**config.mk**
```make
export PLATFORM = sky130hd
export DESIGN_NAME = vtp_generator
export DESIGN_NICKNAME = d
export VERILOG_FILES = /design/src/vtp_pkg.sv /design/src/vtp_generator.sv
export SDC_FILE = /design/constraint.sdc
export NUM_CORES = 1
export LEC_CHECK = 0
export ABC_AREA = 0
export BUFFER_PORTS_ARGS = -buffer_cell sky130_fd_sc_hd__buf_2
export CORE_MARGIN = 1
export CORE_UTILIZATION = 40
export DETAILED_ROUTE_END_ITERATION = 8
export GPL_TIMING_DRIVEN = 0
export SLEW_MARGIN = 10
export SYNTH_ARGS = -nofsm -noshare
export SYNTH_HDL_FRONTEND = slang
export SYNTH_SLANG_ARGS = --single-unit
```
**constraint.sdc**
```tcl
create_clock -name core_clk -period 6.4 [get_ports core_clk]
set_input_delay 0.64 -clock core_clk [delete_from_list [all_inputs] [get_ports core_clk]]
set_output_delay 0.64 -clock core_clk [all_outputs]
set_load 0.05 [all_outputs]
```
**src/vtp_pkg.sv**
```systemverilog
// constants and carrier types for the video test pattern configuration block
// How it works
// - scale bit 0 gives one-pixel checkers; 1 gives eight-by-eight checkers.
// - custom-checker bit picks custom colour and black, else white and black.
// - depth bit 0 gives 256 ramp levels, 1 gives 64 ramp levels.
// - reduced depth drives pattern data only on six top bits per colour.
// - internal timing picks divided clock at 0, external pixel clock at 1.
// - clock-source bit is ignored while external timing is selected.
// - external timing follows incoming pixel clock, enable and both syncs.
// - internal timing builds frames from the programmed timing registers.
// - invert bit outputs the inverted colour of every pattern pixel.
// - auto-scroll steps to the next pattern after frame-time frames.
// - the index register picks which indirect register data accesses reach.
// - a value-register write lands in the indirect register at the index.
// - a value-register read returns the indirect register at the index.
// - pattern video only while enable is 1; enable resets to 0.
// - select code 1110 outputs the custom colour, or its inversion.
package vtp_pkg;
	// ==========================================
	// register map
	localparam logic [7:0] PATTERN_CONTROL_ADDR = 8'h64;
	localparam logic [7:0] PATTERN_CONFIG_ADDR = 8'h65;
	localparam logic [7:0] PATTERN_INDIRECT_INDEX_ADDR = 8'h66;
	localparam logic [7:0] PATTERN_INDIRECT_VALUE_ADDR = 8'h67;
	localparam logic [7:0] PATTERN_CONTROL_RESET = 8'h10;
	localparam logic [7:0] PATTERN_CONFIG_RESET = 8'h00;
	localparam logic [7:0] PATTERN_INDEX_RESET = 8'h00;
	localparam logic [7:0] INDIRECT_RESET = 8'h00;
	// ==========================================
	// indirect map
	localparam int INDIRECT_DEPTH = 17;
	localparam logic [7:0] IDX_CUSTOM_RED = 8'h00;
	localparam logic [7:0] IDX_CUSTOM_GREEN = 8'h01;
	localparam logic [7:0] IDX_CUSTOM_BLUE = 8'h02;
	localparam logic [7:0] IDX_FRAME_TIME = 8'h03;
	localparam logic [7:0] IDX_HTOTAL_LO = 8'h04;
	localparam logic [7:0] IDX_HTOTAL_HI = 8'h05;
	localparam logic [7:0] IDX_VTOTAL_LO = 8'h06;
	localparam logic [7:0] IDX_VTOTAL_HI = 8'h07;
	localparam logic [7:0] IDX_HACTIVE_LO = 8'h08;
	localparam logic [7:0] IDX_HACTIVE_HI = 8'h09;
	localparam logic [7:0] IDX_VACTIVE_LO = 8'h0a;
	localparam logic [7:0] IDX_VACTIVE_HI = 8'h0b;
	localparam logic [7:0] IDX_HSYNC_WIDTH = 8'h0c;
	localparam logic [7:0] IDX_VSYNC_WIDTH = 8'h0d;
	localparam logic [7:0] IDX_HBACK_PORCH = 8'h0e;
	localparam logic [7:0] IDX_VBACK_PORCH = 8'h0f;
	localparam logic [7:0] IDX_SYNC_CONFIG = 8'h10;
	// ==========================================
	// pattern codes and timing
	localparam logic [3:0] SEL_CHECKER = 4'h0;
	localparam logic [3:0] SEL_CUSTOM = 4'he;
	localparam logic [3:0] SEL_COMMON_VOLTAGE = 4'hf;
	localparam logic [3:0] SCROLL_RESET = 4'h0;
	localparam logic [7:0] REDUCED_MASK = 8'hfc;
	localparam int CHECK_FINE_BIT = 0;
	localparam int CHECK_COARSE_BIT = 3;
	localparam logic [3:0] INTERNAL_DIVIDE = 4'h2;
	localparam logic [3:0] DIVIDE_RESET = 4'h0;

	typedef struct packed {
		logic reserved;
		logic checkerScale;
		logic customChecker;
		logic reducedDepthSelect;
		logic externalClock;
		logic patternTimingSourceSelect;
		logic colourInvert;
		logic autoScroll;
	} vtp_config_t;

	typedef struct packed {
		logic [7:0] red;
		logic [7:0] green;
		logic [7:0] blue;
		logic de;
		logic hs;
		logic vs;
	} vtp_pixel_t;

	localparam vtp_pixel_t PIXEL_RESET = '0;
endpackage

```
**src/vtp_generator.sv**
```systemverilog
// pattern generator configuration, indirect registers and pixel path
`timescale 1ns/1ps
module vtp_generator
	import vtp_pkg::*;
(
	// clock and reset
	input wire logic core_clk,
	input wire logic rstn,
	// register port
	input wire logic [7:0] regAddr,
	input wire logic regWriteStrobe,
	input wire logic regReadStrobe,
	input wire logic [7:0] regWriteData,
	output logic [7:0] regReadData,
	// incoming video pins
	input wire logic vidPclk,
	input wire vtp_pixel_t vidIn,
	// video toward the display output
	output vtp_pixel_t vidOut,
	output logic vidOutStrobe
);
	// ==========================================
	// registers and indirect store
	logic [7:0] controlReg;
	logic [7:0] configReg;
	logic [7:0] indexReg;
	logic [7:0] indirectMem [INDIRECT_DEPTH];
	logic indexHit;
	logic writeValue;
	logic [7:0] indirectRead;
	logic [7:0] readNext;

	assign indexHit = indexReg < 8'(INDIRECT_DEPTH);
	assign writeValue = regWriteStrobe && regAddr == PATTERN_INDIRECT_VALUE_ADDR;
	assign indirectRead = indexHit ? indirectMem[indexReg[4:0]] : 8'h00;
	assign readNext = regAddr == PATTERN_CONTROL_ADDR ? controlReg :
		regAddr == PATTERN_CONFIG_ADDR ? {1'b0, configReg[6:0]} :
		regAddr == PATTERN_INDIRECT_INDEX_ADDR ? indexReg :
		regAddr == PATTERN_INDIRECT_VALUE_ADDR ? indirectRead : 8'h00;

	always_ff @(posedge core_clk or negedge rstn) begin
		if (!rstn) begin
			controlReg <= PATTERN_CONTROL_RESET;
			configReg <= PATTERN_CONFIG_RESET;
			indexReg <= PATTERN_INDEX_RESET;
			regReadData <= 8'h00;
		end else begin
			if (regWriteStrobe && regAddr == PATTERN_CONTROL_ADDR)
				controlReg <= regWriteData;
			if (regWriteStrobe && regAddr == PATTERN_CONFIG_ADDR)
				configReg <= regWriteData;
			if (regWriteStrobe && regAddr == PATTERN_INDIRECT_INDEX_ADDR)
				indexReg <= regWriteData;
			if (regReadStrobe)
				regReadData <= readNext;
		end
	end

	generate
		for (genvar i = 0; i < INDIRECT_DEPTH; i++) begin : gIndirect
			always_ff @(posedge core_clk or negedge rstn) begin
				if (!rstn)
					indirectMem[i] <= INDIRECT_RESET;
				else if (writeValue && indexReg == 8'(i))
					indirectMem[i] <= regWriteData;
			end
		end
	endgenerate

	// ==========================================
	// pin synchronisers and clock choice
	logic [2:0] pclkSync;
	vtp_pixel_t vidMeta;
	vtp_pixel_t vidSync;
	logic vsLast;
	logic [3:0] divCnt;
	logic divTick;
	logic extRise;
	logic pixTick;
	vtp_config_t activeCfg;
	logic [7:0] activeCtl;
	logic genOn;

	assign extRise = pclkSync[1] && !pclkSync[2];
	assign divTick = divCnt == INTERNAL_DIVIDE - 4'h1;
	assign genOn = activeCtl[0];
	// clock source only counts under internal timing
	assign pixTick = (activeCfg.patternTimingSourceSelect && !activeCfg.externalClock) ?
		divTick : extRise;

	always_ff @(posedge core_clk or negedge rstn) begin
		if (!rstn) begin
			pclkSync <= 3'h0;
			vidMeta <= PIXEL_RESET;
			vidSync <= PIXEL_RESET;
			divCnt <= DIVIDE_RESET;
		end else begin
			pclkSync <= {pclkSync[1:0], vidPclk};
			vidMeta <= vidIn;
			vidSync <= vidMeta;
			divCnt <= divTick ? DIVIDE_RESET : divCnt + 4'h1;
		end
	end

	// ==========================================
	// frame timing
	logic [11:0] hTotal, vTotal, hActive, vActive, hStart, vStart;
	logic [11:0] hCnt, vCnt, xExt, yExt, xPos, yPos;
	logic hWrap, vWrap, hIn, vIn, frameStart, loadShadow, deLast;
	logic [1:0] syncPol;

	assign hTotal = {indirectMem[IDX_HTOTAL_HI[4:0]][3:0], indirectMem[IDX_HTOTAL_LO[4:0]]};
	assign vTotal = {indirectMem[IDX_VTOTAL_HI[4:0]][3:0], indirectMem[IDX_VTOTAL_LO[4:0]]};
	assign hActive = {indirectMem[IDX_HACTIVE_HI[4:0]][3:0], indirectMem[IDX_HACTIVE_LO[4:0]]};
	assign vActive = {indirectMem[IDX_VACTIVE_HI[4:0]][3:0], indirectMem[IDX_VACTIVE_LO[4:0]]};
	assign hStart = 12'(indirectMem[IDX_HSYNC_WIDTH[4:0]]) + 12'(indirectMem[IDX_HBACK_PORCH[4:0]]);
	assign vStart = 12'(indirectMem[IDX_VSYNC_WIDTH[4:0]]) + 12'(indirectMem[IDX_VBACK_PORCH[4:0]]);
	assign syncPol = indirectMem[IDX_SYNC_CONFIG[4:0]][1:0];
	// programmed totals, actives, syncs and porches
	assign hWrap = {1'b0, hCnt} + 13'h1 >= {1'b0, hTotal};
	assign vWrap = {1'b0, vCnt} + 13'h1 >= {1'b0, vTotal};
	assign hIn = hCnt >= hStart && {1'b0, hCnt} < {1'b0, hStart} + {1'b0, hActive};
	assign vIn = vCnt >= vStart && {1'b0, vCnt} < {1'b0, vStart} + {1'b0, vActive};
	// external frames start at the rising vertical sync
	assign frameStart = pixTick && (activeCfg.patternTimingSourceSelect ?
		(hWrap && vWrap) : (vidSync.vs && !vsLast));
	// settings only swap at a frame edge while running
	assign loadShadow = frameStart || !genOn;
	assign xPos = activeCfg.patternTimingSourceSelect ? hCnt - hStart : xExt;
	assign yPos = activeCfg.patternTimingSourceSelect ? vCnt - vStart : yExt;

	always_ff @(posedge core_clk or negedge rstn) begin
		if (!rstn) begin
			hCnt <= 12'h000;
			vCnt <= 12'h000;
			xExt <= 12'h000;
			yExt <= 12'h000;
			vsLast <= 1'b0;
			deLast <= 1'b0;
			activeCfg <= vtp_config_t'(PATTERN_CONFIG_RESET);
			activeCtl <= PATTERN_CONTROL_RESET;
		end else begin
			if (loadShadow) begin
				activeCfg <= vtp_config_t'(configReg);
				activeCtl <= controlReg;
			end
			if (pixTick) begin
				hCnt <= hWrap ? 12'h000 : hCnt + 12'h001;
				if (hWrap)
					vCnt <= vWrap ? 12'h000 : vCnt + 12'h001;
				vsLast <= vidSync.vs;
				deLast <= vidSync.de;
				xExt <= vidSync.de ? xExt + 12'h001 : 12'h000;
				if (vidSync.vs && !vsLast)
					yExt <= 12'h000;
				else if (deLast && !vidSync.de)
					yExt <= yExt + 12'h001;
			end
		end
	end

	// ==========================================
	// auto scroll
	logic [3:0] scrollSel;
	logic [7:0] frameCnt;
	logic [3:0] curSel;
	logic scrollStep;

	assign scrollStep = frameCnt + 8'h01 >= indirectMem[IDX_FRAME_TIME[4:0]];
	assign curSel = activeCfg.autoScroll ? scrollSel : activeCtl[7:4];

	always_ff @(posedge core_clk or negedge rstn) begin
		if (!rstn) begin
			scrollSel <= SCROLL_RESET;
			frameCnt <= 8'h00;
		end else if (frameStart && activeCfg.autoScroll) begin
			frameCnt <= scrollStep ? 8'h00 : frameCnt + 8'h01;
			if (scrollStep)
				scrollSel <= scrollSel + 4'h1;
		end
	end

	// ==========================================
	// pattern colour
	logic checkerCell;
	logic [7:0] ramp, level, custR, custG, custB;
	logic [2:0] bandMask;
	logic [23:0] rawColour, outColour;
	vtp_pixel_t genPixel;

	assign custR = indirectMem[IDX_CUSTOM_RED[4:0]];
	assign custG = indirectMem[IDX_CUSTOM_GREEN[4:0]];
	assign custB = indirectMem[IDX_CUSTOM_BLUE[4:0]];
	assign checkerCell = activeCfg.checkerScale ?
		(xPos[CHECK_COARSE_BIT] ^ yPos[CHECK_COARSE_BIT]) :
		(xPos[CHECK_FINE_BIT] ^ yPos[CHECK_FINE_BIT]);
	assign ramp = curSel < 4'ha ? xPos[7:0] : yPos[7:0];
	// ramps lose two steps bits in reduced depth
	assign level = activeCfg.reducedDepthSelect ? (ramp & REDUCED_MASK) : ramp;
	assign bandMask = (curSel == 4'h6 || curSel == 4'ha) ? 3'h7 :
		(curSel == 4'h7 || curSel == 4'hb) ? 3'h4 :
		(curSel == 4'h8 || curSel == 4'hc) ? 3'h2 : 3'h1;

	always_comb begin
		case (curSel)
			SEL_CHECKER: rawColour = !checkerCell ? 24'h000000 :
				activeCfg.customChecker ? {custR, custG, custB} : 24'hffffff;
			4'h1: rawColour = 24'hffffff;
			4'h2: rawColour = 24'h000000;
			4'h3: rawColour = 24'hff0000;
			4'h4: rawColour = 24'h00ff00;
			4'h5: rawColour = 24'h0000ff;
			SEL_CUSTOM: rawColour = {custR, custG, custB};
			SEL_COMMON_VOLTAGE: rawColour = checkerCell ? 24'hffff00 : 24'h0000ff;
			default: rawColour = {bandMask[2] ? level : 8'h00,
				bandMask[1] ? level : 8'h00, bandMask[0] ? level : 8'h00};
		endcase
	end

	// invert, then keep only top six bits in reduced depth
	assign outColour = (activeCfg.colourInvert ? ~rawColour : rawColour) &
		(activeCfg.reducedDepthSelect ? {3{REDUCED_MASK}} : 24'hffffff);

	always_comb begin
		genPixel = vidSync;
		genPixel.red = outColour[23:16];
		genPixel.green = outColour[15:8];
		genPixel.blue = outColour[7:0];
		if (activeCfg.patternTimingSourceSelect) begin
			genPixel.de = hIn && vIn;
			genPixel.hs = (hCnt < 12'(indirectMem[IDX_HSYNC_WIDTH[4:0]])) ^ !syncPol[0];
			genPixel.vs = (vCnt < 12'(indirectMem[IDX_VSYNC_WIDTH[4:0]])) ^ !syncPol[1];
		end
	end

	// pattern replaces video only while enabled
	always_ff @(posedge core_clk or negedge rstn) begin
		if (!rstn) begin
			vidOut <= PIXEL_RESET;
			vidOutStrobe <= 1'b0;
		end else begin
			vidOutStrobe <= pixTick;
			if (pixTick)
				vidOut <= genOn ? genPixel : vidSync;
		end
	end
endmodule

```
# == Yosys cells after proc, flatten, opt, wreduce, memory -nomap -nowiden ==
# Cells that the tools add are included.
# word_totals
reg_bits,333
in_bits,48
out_inout_bits,36
wordCells,211
# op_classes
add_sub_neg,15
n_lt_le_gt_ge,12
n_eq_ne,34
mux,37
bitwise_logic,7
n_reduce_logical,48
# ops
op,n
24-bit one-hot mux with 8 select lines,1
8-bit two-way mux,14
24-bit two-way mux,4
8-bit by 4-bit == test with 1-bit output (second input constant),8
12-bit two-way mux,5
12-bit by 1-bit adder with 12-bit output (second input constant),4
8-bit binary-select mux with 5-bit select,1
8-bit by 3-bit == test with 1-bit output (second input constant),4
8-bit by 7-bit == test with 1-bit output (second input constant),4
1-bit logical AND,31
27-bit two-way mux,1
12-bit by 1-bit adder with 13-bit output (second input constant),2
9-bit by 12-bit adder with 13-bit output,2
13-bit by 12-bit >= comparator with 1-bit output,2
12-bit by 13-bit less-than comparator with 1-bit output,2
24-bit AND,1
4-bit == test (second input constant),6
12-bit by 9-bit >= comparator with 1-bit output,2
12-bit by 8-bit less-than comparator with 1-bit output,2
24-bit inverter,1
8-bit by 8-bit adder with 9-bit output,2
18-bit two-way mux,1
4-bit by 3-bit == test with 1-bit output (second input constant),4
8-bit by 2-bit == test with 1-bit output (second input constant),2
other kinds (23),47

# == Depth between registers and ports, before layout ==
# logic_depth
ltp_word,12
depth_mapped,20
ltp_nobuf,20

# == Worst setup path before layout ==
# Ideal clock, no wire load.
# synth_path
path_kind,flip-flop to flip-flop
start,register indirectMem[16] (netlist name)
end,register vidOut[2] (netlist name)
arrival_ns,4.019
t_required_ns,6.305
slack_ns,2.286
stages_incl_launch_ff,18
synth_period_minus_slack_ns,4.114
cell_sequence,dfrtp_1 -> ha_1 -> fa_1 -> ha_1 -> a21o_1 -> a21oi_1 -> o21bai_1 -> a21o_1 -> a21o_1 -> a21oi_1 -> o21bai_1 -> a21oi_1 -> xor2_1 -> ha_1 -> or4_1 -> a2111oi_0 -> o41ai_1 -> o31ai_1
# synth_between
elab_chain_cells,7
# synth_rtl
element,line_no,rtl
from (decl),vtp_generator.sv:27,logic [7:0] indirectMem [INDIRECT_DEPTH];
"from (signal, indexed assignment)",vtp_generator.sv:65,indirectMem[i] <= regWriteData;
8-bit by 8-bit adder with 9-bit output *,vtp_generator.sv:116,assign hStart = 12'(indirectMem[IDX_HSYNC_WIDTH[4:0]]) + 12'(indirectMem[IDX_HBACK_PORCH[4:0]]);
9-bit by 12-bit adder with 13-bit output,vtp_generator.sv:122,"assign hIn = hCnt >= hStart && {1'b0, hCnt} < {1'b0, hStart} + {1'b0, hActive};"
12-bit by 13-bit less-than comparator with 1-bit output,vtp_generator.sv:122,
1-bit logical AND *,vtp_generator.sv:122,
1-bit logical AND *,vtp_generator.sv:230,genPixel.de = hIn && vIn;
3-bit two-way mux *,vtp_generator.sv:229,if (activeCfg.patternTimingSourceSelect) begin
27-bit two-way mux *,vtp_generator.sv:244,vidOut <= genOn ? genPixel : vidSync;
to (signal assigned),vtp_generator.sv:244,
to (decl),vtp_generator.sv:19,"output vtp_pixel_t vidOut,"
# Every way passes the cells marked *; elsewhere a longest branch is shown, timed or not.
# A chain may end at the register's enable or synchronous reset.

# == Final worst setup path ==
# layout_path
start,register indirectMem[8] (netlist name)
end,register vidOut[10] (netlist name)
# layout_between
elab_chain_cells,11
# layout_rtl
element,line_no,rtl
8-bit by 8-bit adder with 9-bit output *,vtp_generator.sv:117,assign vStart = 12'(indirectMem[IDX_VSYNC_WIDTH[4:0]]) + 12'(indirectMem[IDX_VBACK_PORCH[4:0]]);
8-bit subtractor *,vtp_generator.sv:130,assign yPos = activeCfg.patternTimingSourceSelect ? vCnt - vStart : yExt;
8-bit two-way mux *,vtp_generator.sv:130,
1-bit bitwise XOR (on tied branches),"vtp_generator.sv:196, vtp_generator.sv:195",
1-bit two-way mux,vtp_generator.sv:194,assign checkerCell = activeCfg.checkerScale ?
24-bit two-way mux (on tied branches),"vtp_generator.sv:214, vtp_generator.sv:206",
24-bit one-hot mux with 8 select lines *,vtp_generator.sv:205,case (curSel)
24-bit inverter,vtp_generator.sv:221,assign outColour = (activeCfg.colourInvert ? ~rawColour : rawColour) &
24-bit two-way mux *,vtp_generator.sv:221,
24-bit AND *,vtp_generator.sv:221,
27-bit two-way mux *,vtp_generator.sv:244,
# Marked as above.

==> tab_implementation.tex <==
\begin{tabular}{lr}
\hline
Metric & Value \\
\hline
\multicolumn{2}{l}{\textbf{STA}} \\
\quad Final Max Slew Viols & 0 \\
\quad Total setup violations reported at the end of the flow & 0 \\
\quad Worst-Margin Slew & a little under 1 ns \\
\quad Final worst path period need & 4.79 ns \\
\quad Ratio of final minimum period to clock period & 0.749 \\
\quad Slew Limit Headroom & 0.322 \\
\quad Fmax & around 0.21 GHz \\
\quad Clock tree skew after final layout & 0.0180 ns \\
\quad Final hold viol count & 0 \\
\quad Unrepaired setup endpoints after global routing & no \\
\multicolumn{2}{l}{\textbf{Synthesis}} \\
\quad Netlist cell types & 82 \\
\quad Post-synth design cell area & between 15000 and 20000 um2 \\
\quad Fraction of synthesized area in multiplexers & 0.157 \\
\quad Most common flop cell mapped by yosys & sky130\_fd\_sc\_hd\_\_dfrtp\_1 \\
\quad Yosys warnings & 0 \\
\quad Share of the synthesized netlist area taken by xor and xnor gates & 0.0441 \\
\quad Sequential-to-total area share from yosys stat & 0.427 \\
\quad Area share of and/or/nand/nor cells after synthesis & 0.102 \\
\quad Share of Yosys cell area claimed by the top area cell type & 0.424 \\
\quad Cell accounting for the most synthesized area & sky130\_fd\_sc\_hd\_\_dfrtp\_1 \\
\quad Number of instances in the synthesized netlist & approximately 1700 \\
\quad Post-synthesis async set-or-reset flop share & 1.00 \\
\quad Cells taking the most area after synthesis & sky130\_fd\_sc\_hd\_\_dfrtp\_1 42\%, sky130\_fd\_sc\_hd\_\_mux2\_2 9.2\%, sky130\_fd\_sc\_hd\_\_ha\_1 8.6\% \\
\quad Post-synth EDFFs & 0 \\
\quad Arithmetic-cell share of the synthesized area counting full adders, half adders and majority gates & 0.0925 \\
\quad Dominant combinational cell family by area after synthesis & multiplexers \\
\quad Compound-cell area share of the yosys netlist & 0.136 \\
\quad Average cell area after synthesis & between 10 and 15 um2 \\
\quad Synth Net Count & about 1900 \\
\quad FF+latch count, synth & $\sim$320 \\
\multicolumn{2}{l}{\textbf{Floorplan}} \\
\quad Vertical extent of the die & 219 um \\
\quad Std-Cell Core Area & approximately 47000 um2 \\
\quad Top-level I/O count & 84 \\
\quad Number of rows in the core area & 79 \\
\quad Width of the chip & around 220 um \\
\quad Area of the die & 48100 um2 \\
\quad Starting utilization of the core area & 0.406 \\
\multicolumn{2}{l}{\textbf{Power}} \\
\quad Maximum ir drop on the vdd rail & around 0.00033 V \\
\quad Cell Pwr Density & 321 nW/um2 \\
\quad Cell-internal power & approximately 0.0043 W \\
\quad Switching fraction of total power & 0.369 \\
\quad Static leakage power & 10.0 nW \\
\quad Total Power & between 0.006 and 0.007 W \\
\quad Sw Pwr & between 0.002 and 0.003 W \\
\quad Combinational share of power & 0.337 \\
\quad Sequential cell fraction of total power & 0.347 \\
\quad Clk pwr share & 0.316 \\
\multicolumn{2}{l}{\textbf{Drt}} \\
\quad Via-to-Cell Ratio & about 5.7 \\
\quad Number of DRC markers in iteration 0 & 1098 \\
\quad Via count & 14100 \\
\quad Final routed DRC violation total & 0 \\
\quad Number of detailed-routing iterations run before antenna repair & 5 \\
\quad Final routed wire length divided by cell count & roughly 22 um \\
\quad Detailed-route wire length & about 54000 um \\
\quad Number of antenna-violating nets in the routed design & 0 \\
\multicolumn{2}{l}{\textbf{Place}} \\
\quad Number of cells in the design after placement & 2421 \\
\quad Number of buffers added on ports & 74 \\
\quad Detailed placer's ending HPWL & 41800 um \\
\quad RePlAce Congestion & between 0.9 and 1 \\
\multicolumn{2}{l}{\textbf{Clock tree}} \\
\quad H-tree levels & 2 \\
\quad Register clock-pin slew on the reported worst setup and hold paths & approximately 0.060 ns \\
\quad Hold buffer count at cts & 0 \\
\quad Number of sinks driven by the clock tree & roughly 320 \\
\quad Insertion delay to the later sink of the worst-skew pair & 0.55 ns \\
\quad Post-cts resize count & 0 \\
\quad Number of buffers between clock root and the deepest sink & 3 \\
\quad Post-CTS Setup Repair Bufs & 0 \\
\quad TritonCTS Buffers & 37 \\
\quad Clk root buf & sky130\_fd\_sc\_hd\_\_clkbuf\_16 \\
\quad CTS tree & yes \\
\multicolumn{2}{l}{\textbf{Critical path}} \\
\quad Worst EP required & about 6.8 ns \\
\quad Crit path launch type & flip-flop \\
\quad Cell repeated most along the worst path & sky130\_fd\_sc\_hd\_\_a21oi\_1 \\
\quad Crit-path slowest cell & sky130\_fd\_sc\_hd\_\_nor3\_1 \\
\quad Slowest stage delay, CP & roughly 0.76 ns \\
\quad Arr. time, crit path & around 5.2 ns \\
\quad Kind of cell with the highest combined delay on the critical path & compound AO/OA/AOI/OAI gates \\
\quad Type of element capturing the critical path & flip-flop \\
\quad Crit path buffers/inverters & 1 \\
\quad Critical path class & flip-flop to flip-flop \\
\quad Cell breakdown of the critical path & ha\_1, fa\_1, a21oi\_1, nor2\_1, nor2\_1, o21bai\_1, a21oi\_1, xnor2\_1, inv\_1, ha\_1, nand2\_1, a21oi\_1, nor3\_1, o32ai\_1, a311oi\_1, a311oi\_1, mux2i\_1, nand2\_1 \\
\quad Largest fanout on the critical path & 4 \\
\multicolumn{2}{l}{\textbf{Hold path}} \\
\quad Hold Path Class & input pin to asynchronous set/reset pin \\
\multicolumn{2}{l}{\textbf{Finish}} \\
\quad Area overhead of the layout relative to synthesis & 13.1\% \\
\quad Non-Filler Instances & 2486 \\
\quad Fraction of layout cells with a size suffix above 1 & 0.204 \\
\quad Top library cells by usage in the layout, fill and taps aside & 320 x sky130\_fd\_sc\_hd\_\_dfrtp\_1, 154 x sky130\_fd\_sc\_hd\_\_mux2\_2, 130 x sky130\_fd\_sc\_hd\_\_ha\_1 \\
\quad Most frequent standard cell in the layout excluding fill and tap cells & sky130\_fd\_sc\_hd\_\_dfrtp\_1 \\
\quad Total number of nets in the final design & 2037 \\
\quad Antenna cells & 0 \\
\multicolumn{2}{l}{\textbf{Global routing}} \\
\quad Pin count of the biggest net entering global routing & approximately 100 \\
\quad Wire length of the first global-routing pass & around 83000 um \\
\quad Via count of the first global-routing pass & approximately 14000 \\
\quad GR Overflow Total & 0 \\
\quad Antenna violations before repair & 1 \\
\quad Overall track demand over capacity in global routing & 0.230 \\
\multicolumn{2}{l}{\textbf{Run}} \\
\quad \# Max-Cap Violations & 0 \\
\multicolumn{2}{l}{\textbf{Status}} \\
\quad Run status & completed \\
\hline
\end{tabular}
## Yosys cell counts, types with 16 or more instances
library cell	instances
sky130_fd_sc_hd__clkbuf_1	55
sky130_fd_sc_hd__ha_1	130
sky130_fd_sc_hd__xnor2_1	62
sky130_fd_sc_hd__dfrtp_1	320
sky130_fd_sc_hd__nor2_1	54
sky130_fd_sc_hd__a21oi_1	100
sky130_fd_sc_hd__mux2i_1	17
sky130_fd_sc_hd__nor2b_1	16
sky130_fd_sc_hd__xor2_1	33
sky130_fd_sc_hd__nand2_1	124
sky130_fd_sc_hd__mux4_2	43
sky130_fd_sc_hd__nand3_1	57
sky130_fd_sc_hd__o21ai_0	100
sky130_fd_sc_hd__a21o_1	46
sky130_fd_sc_hd__mux2_2	154
sky130_fd_sc_hd__nor3b_1	26
sky130_fd_sc_hd__nand2b_1	20
sky130_fd_sc_hd__inv_1	110
## logic make-up after synthesis
kind of cell / after synthesis
AOI/OAI and AO/OA: 398
buffers and inverters: 190
muxes: 218
DFF: 322
xor gates and xnor gates: 95
adders and majority gates: 136
and+or+nand+nor: 378
## worst paths after layout
kind                             endpoint  cells after the start            from  slack (ns)
hold reg to reg                vidSync[5]                      0      vidMeta[5]        0.35
min in group core_clk          vidMeta[0]                      1        vidIn[0]        0.20
hold / removal                 vidOut[10]                      1            rstn        0.05
setup reg to reg               vidOut[10]                     18  indirectMem[8]        1.61
setup / recovery               vidOut[10]                     18  indirectMem[8]        1.61
max in group asynchronous  indirectMem[5]                      3            rstn        5.11
## metrics by stage
stage | cell area [um2] | utilization | TNS [ns] | setup WS (ns) | hold slack [ns]
after global placement | 20000 | 0.430 | -453.16 | -1.46 | 0.334
after CTS | 21300 | 0.458 | 0 | 1.65 | 0.0521
after detailed placement | 20100 | 0.432 | 0 | 1.69 | 0.335
after global routing | 21300 | 0.458 | 0 | 1.24 | 0.0765
after floorplan | 18900 | - | 0 | 2.29 | 0.331
final | 21300 | 0.458 | 0 | 1.61 | 0.0472
## metal layers
layer / routed length [um] / GRT usage / up-vias
met2: 24900 / 0.364 / 426
met1: 23900 / 0.309 / 7015
li1: - / - / 6524
met5: 0 / 0 / -
met3: 3560 / 0.0521 / 93
met4: 1730 / 0.0785 / 0
## sequential cells by signal, indices dropped and copies added, names as in the netlist, 12 cells and up
register / count
hCnt: 12
vidSync: 27
vCnt: 12
hActive: 12
indirectMem: 88
vidMeta: 27
vidOut: 27
hTotal: 12
## area by class of cell
class,count,area (um2)
Timing Repair Buffer,77,463
Inverter,110,413
Sequential cell,322,8060
Buffer,80,380
Tap cell,607,759
Clock inverter,8,111
Clock buffer,57,1130
Multi-Input combinational cell,1225,10000
Fill cell,4272,25200
## power groups by stage
stage	Clock [W]	Sequential, W	Combinational (W)
4_1_cts	0.00221	0.00238	0.00232
3_5_place_dp	0	0.00241	0.00232
6_report	0.00216	0.00238	0.00231
3_3_place_gp	0	0.00241	0.00228
2_1_floorplan	0	0.00265	0.00138
5_1_grt	0.00230	0.00240	0.00253
No activity file was read; power rests on OpenSTA's default activity.
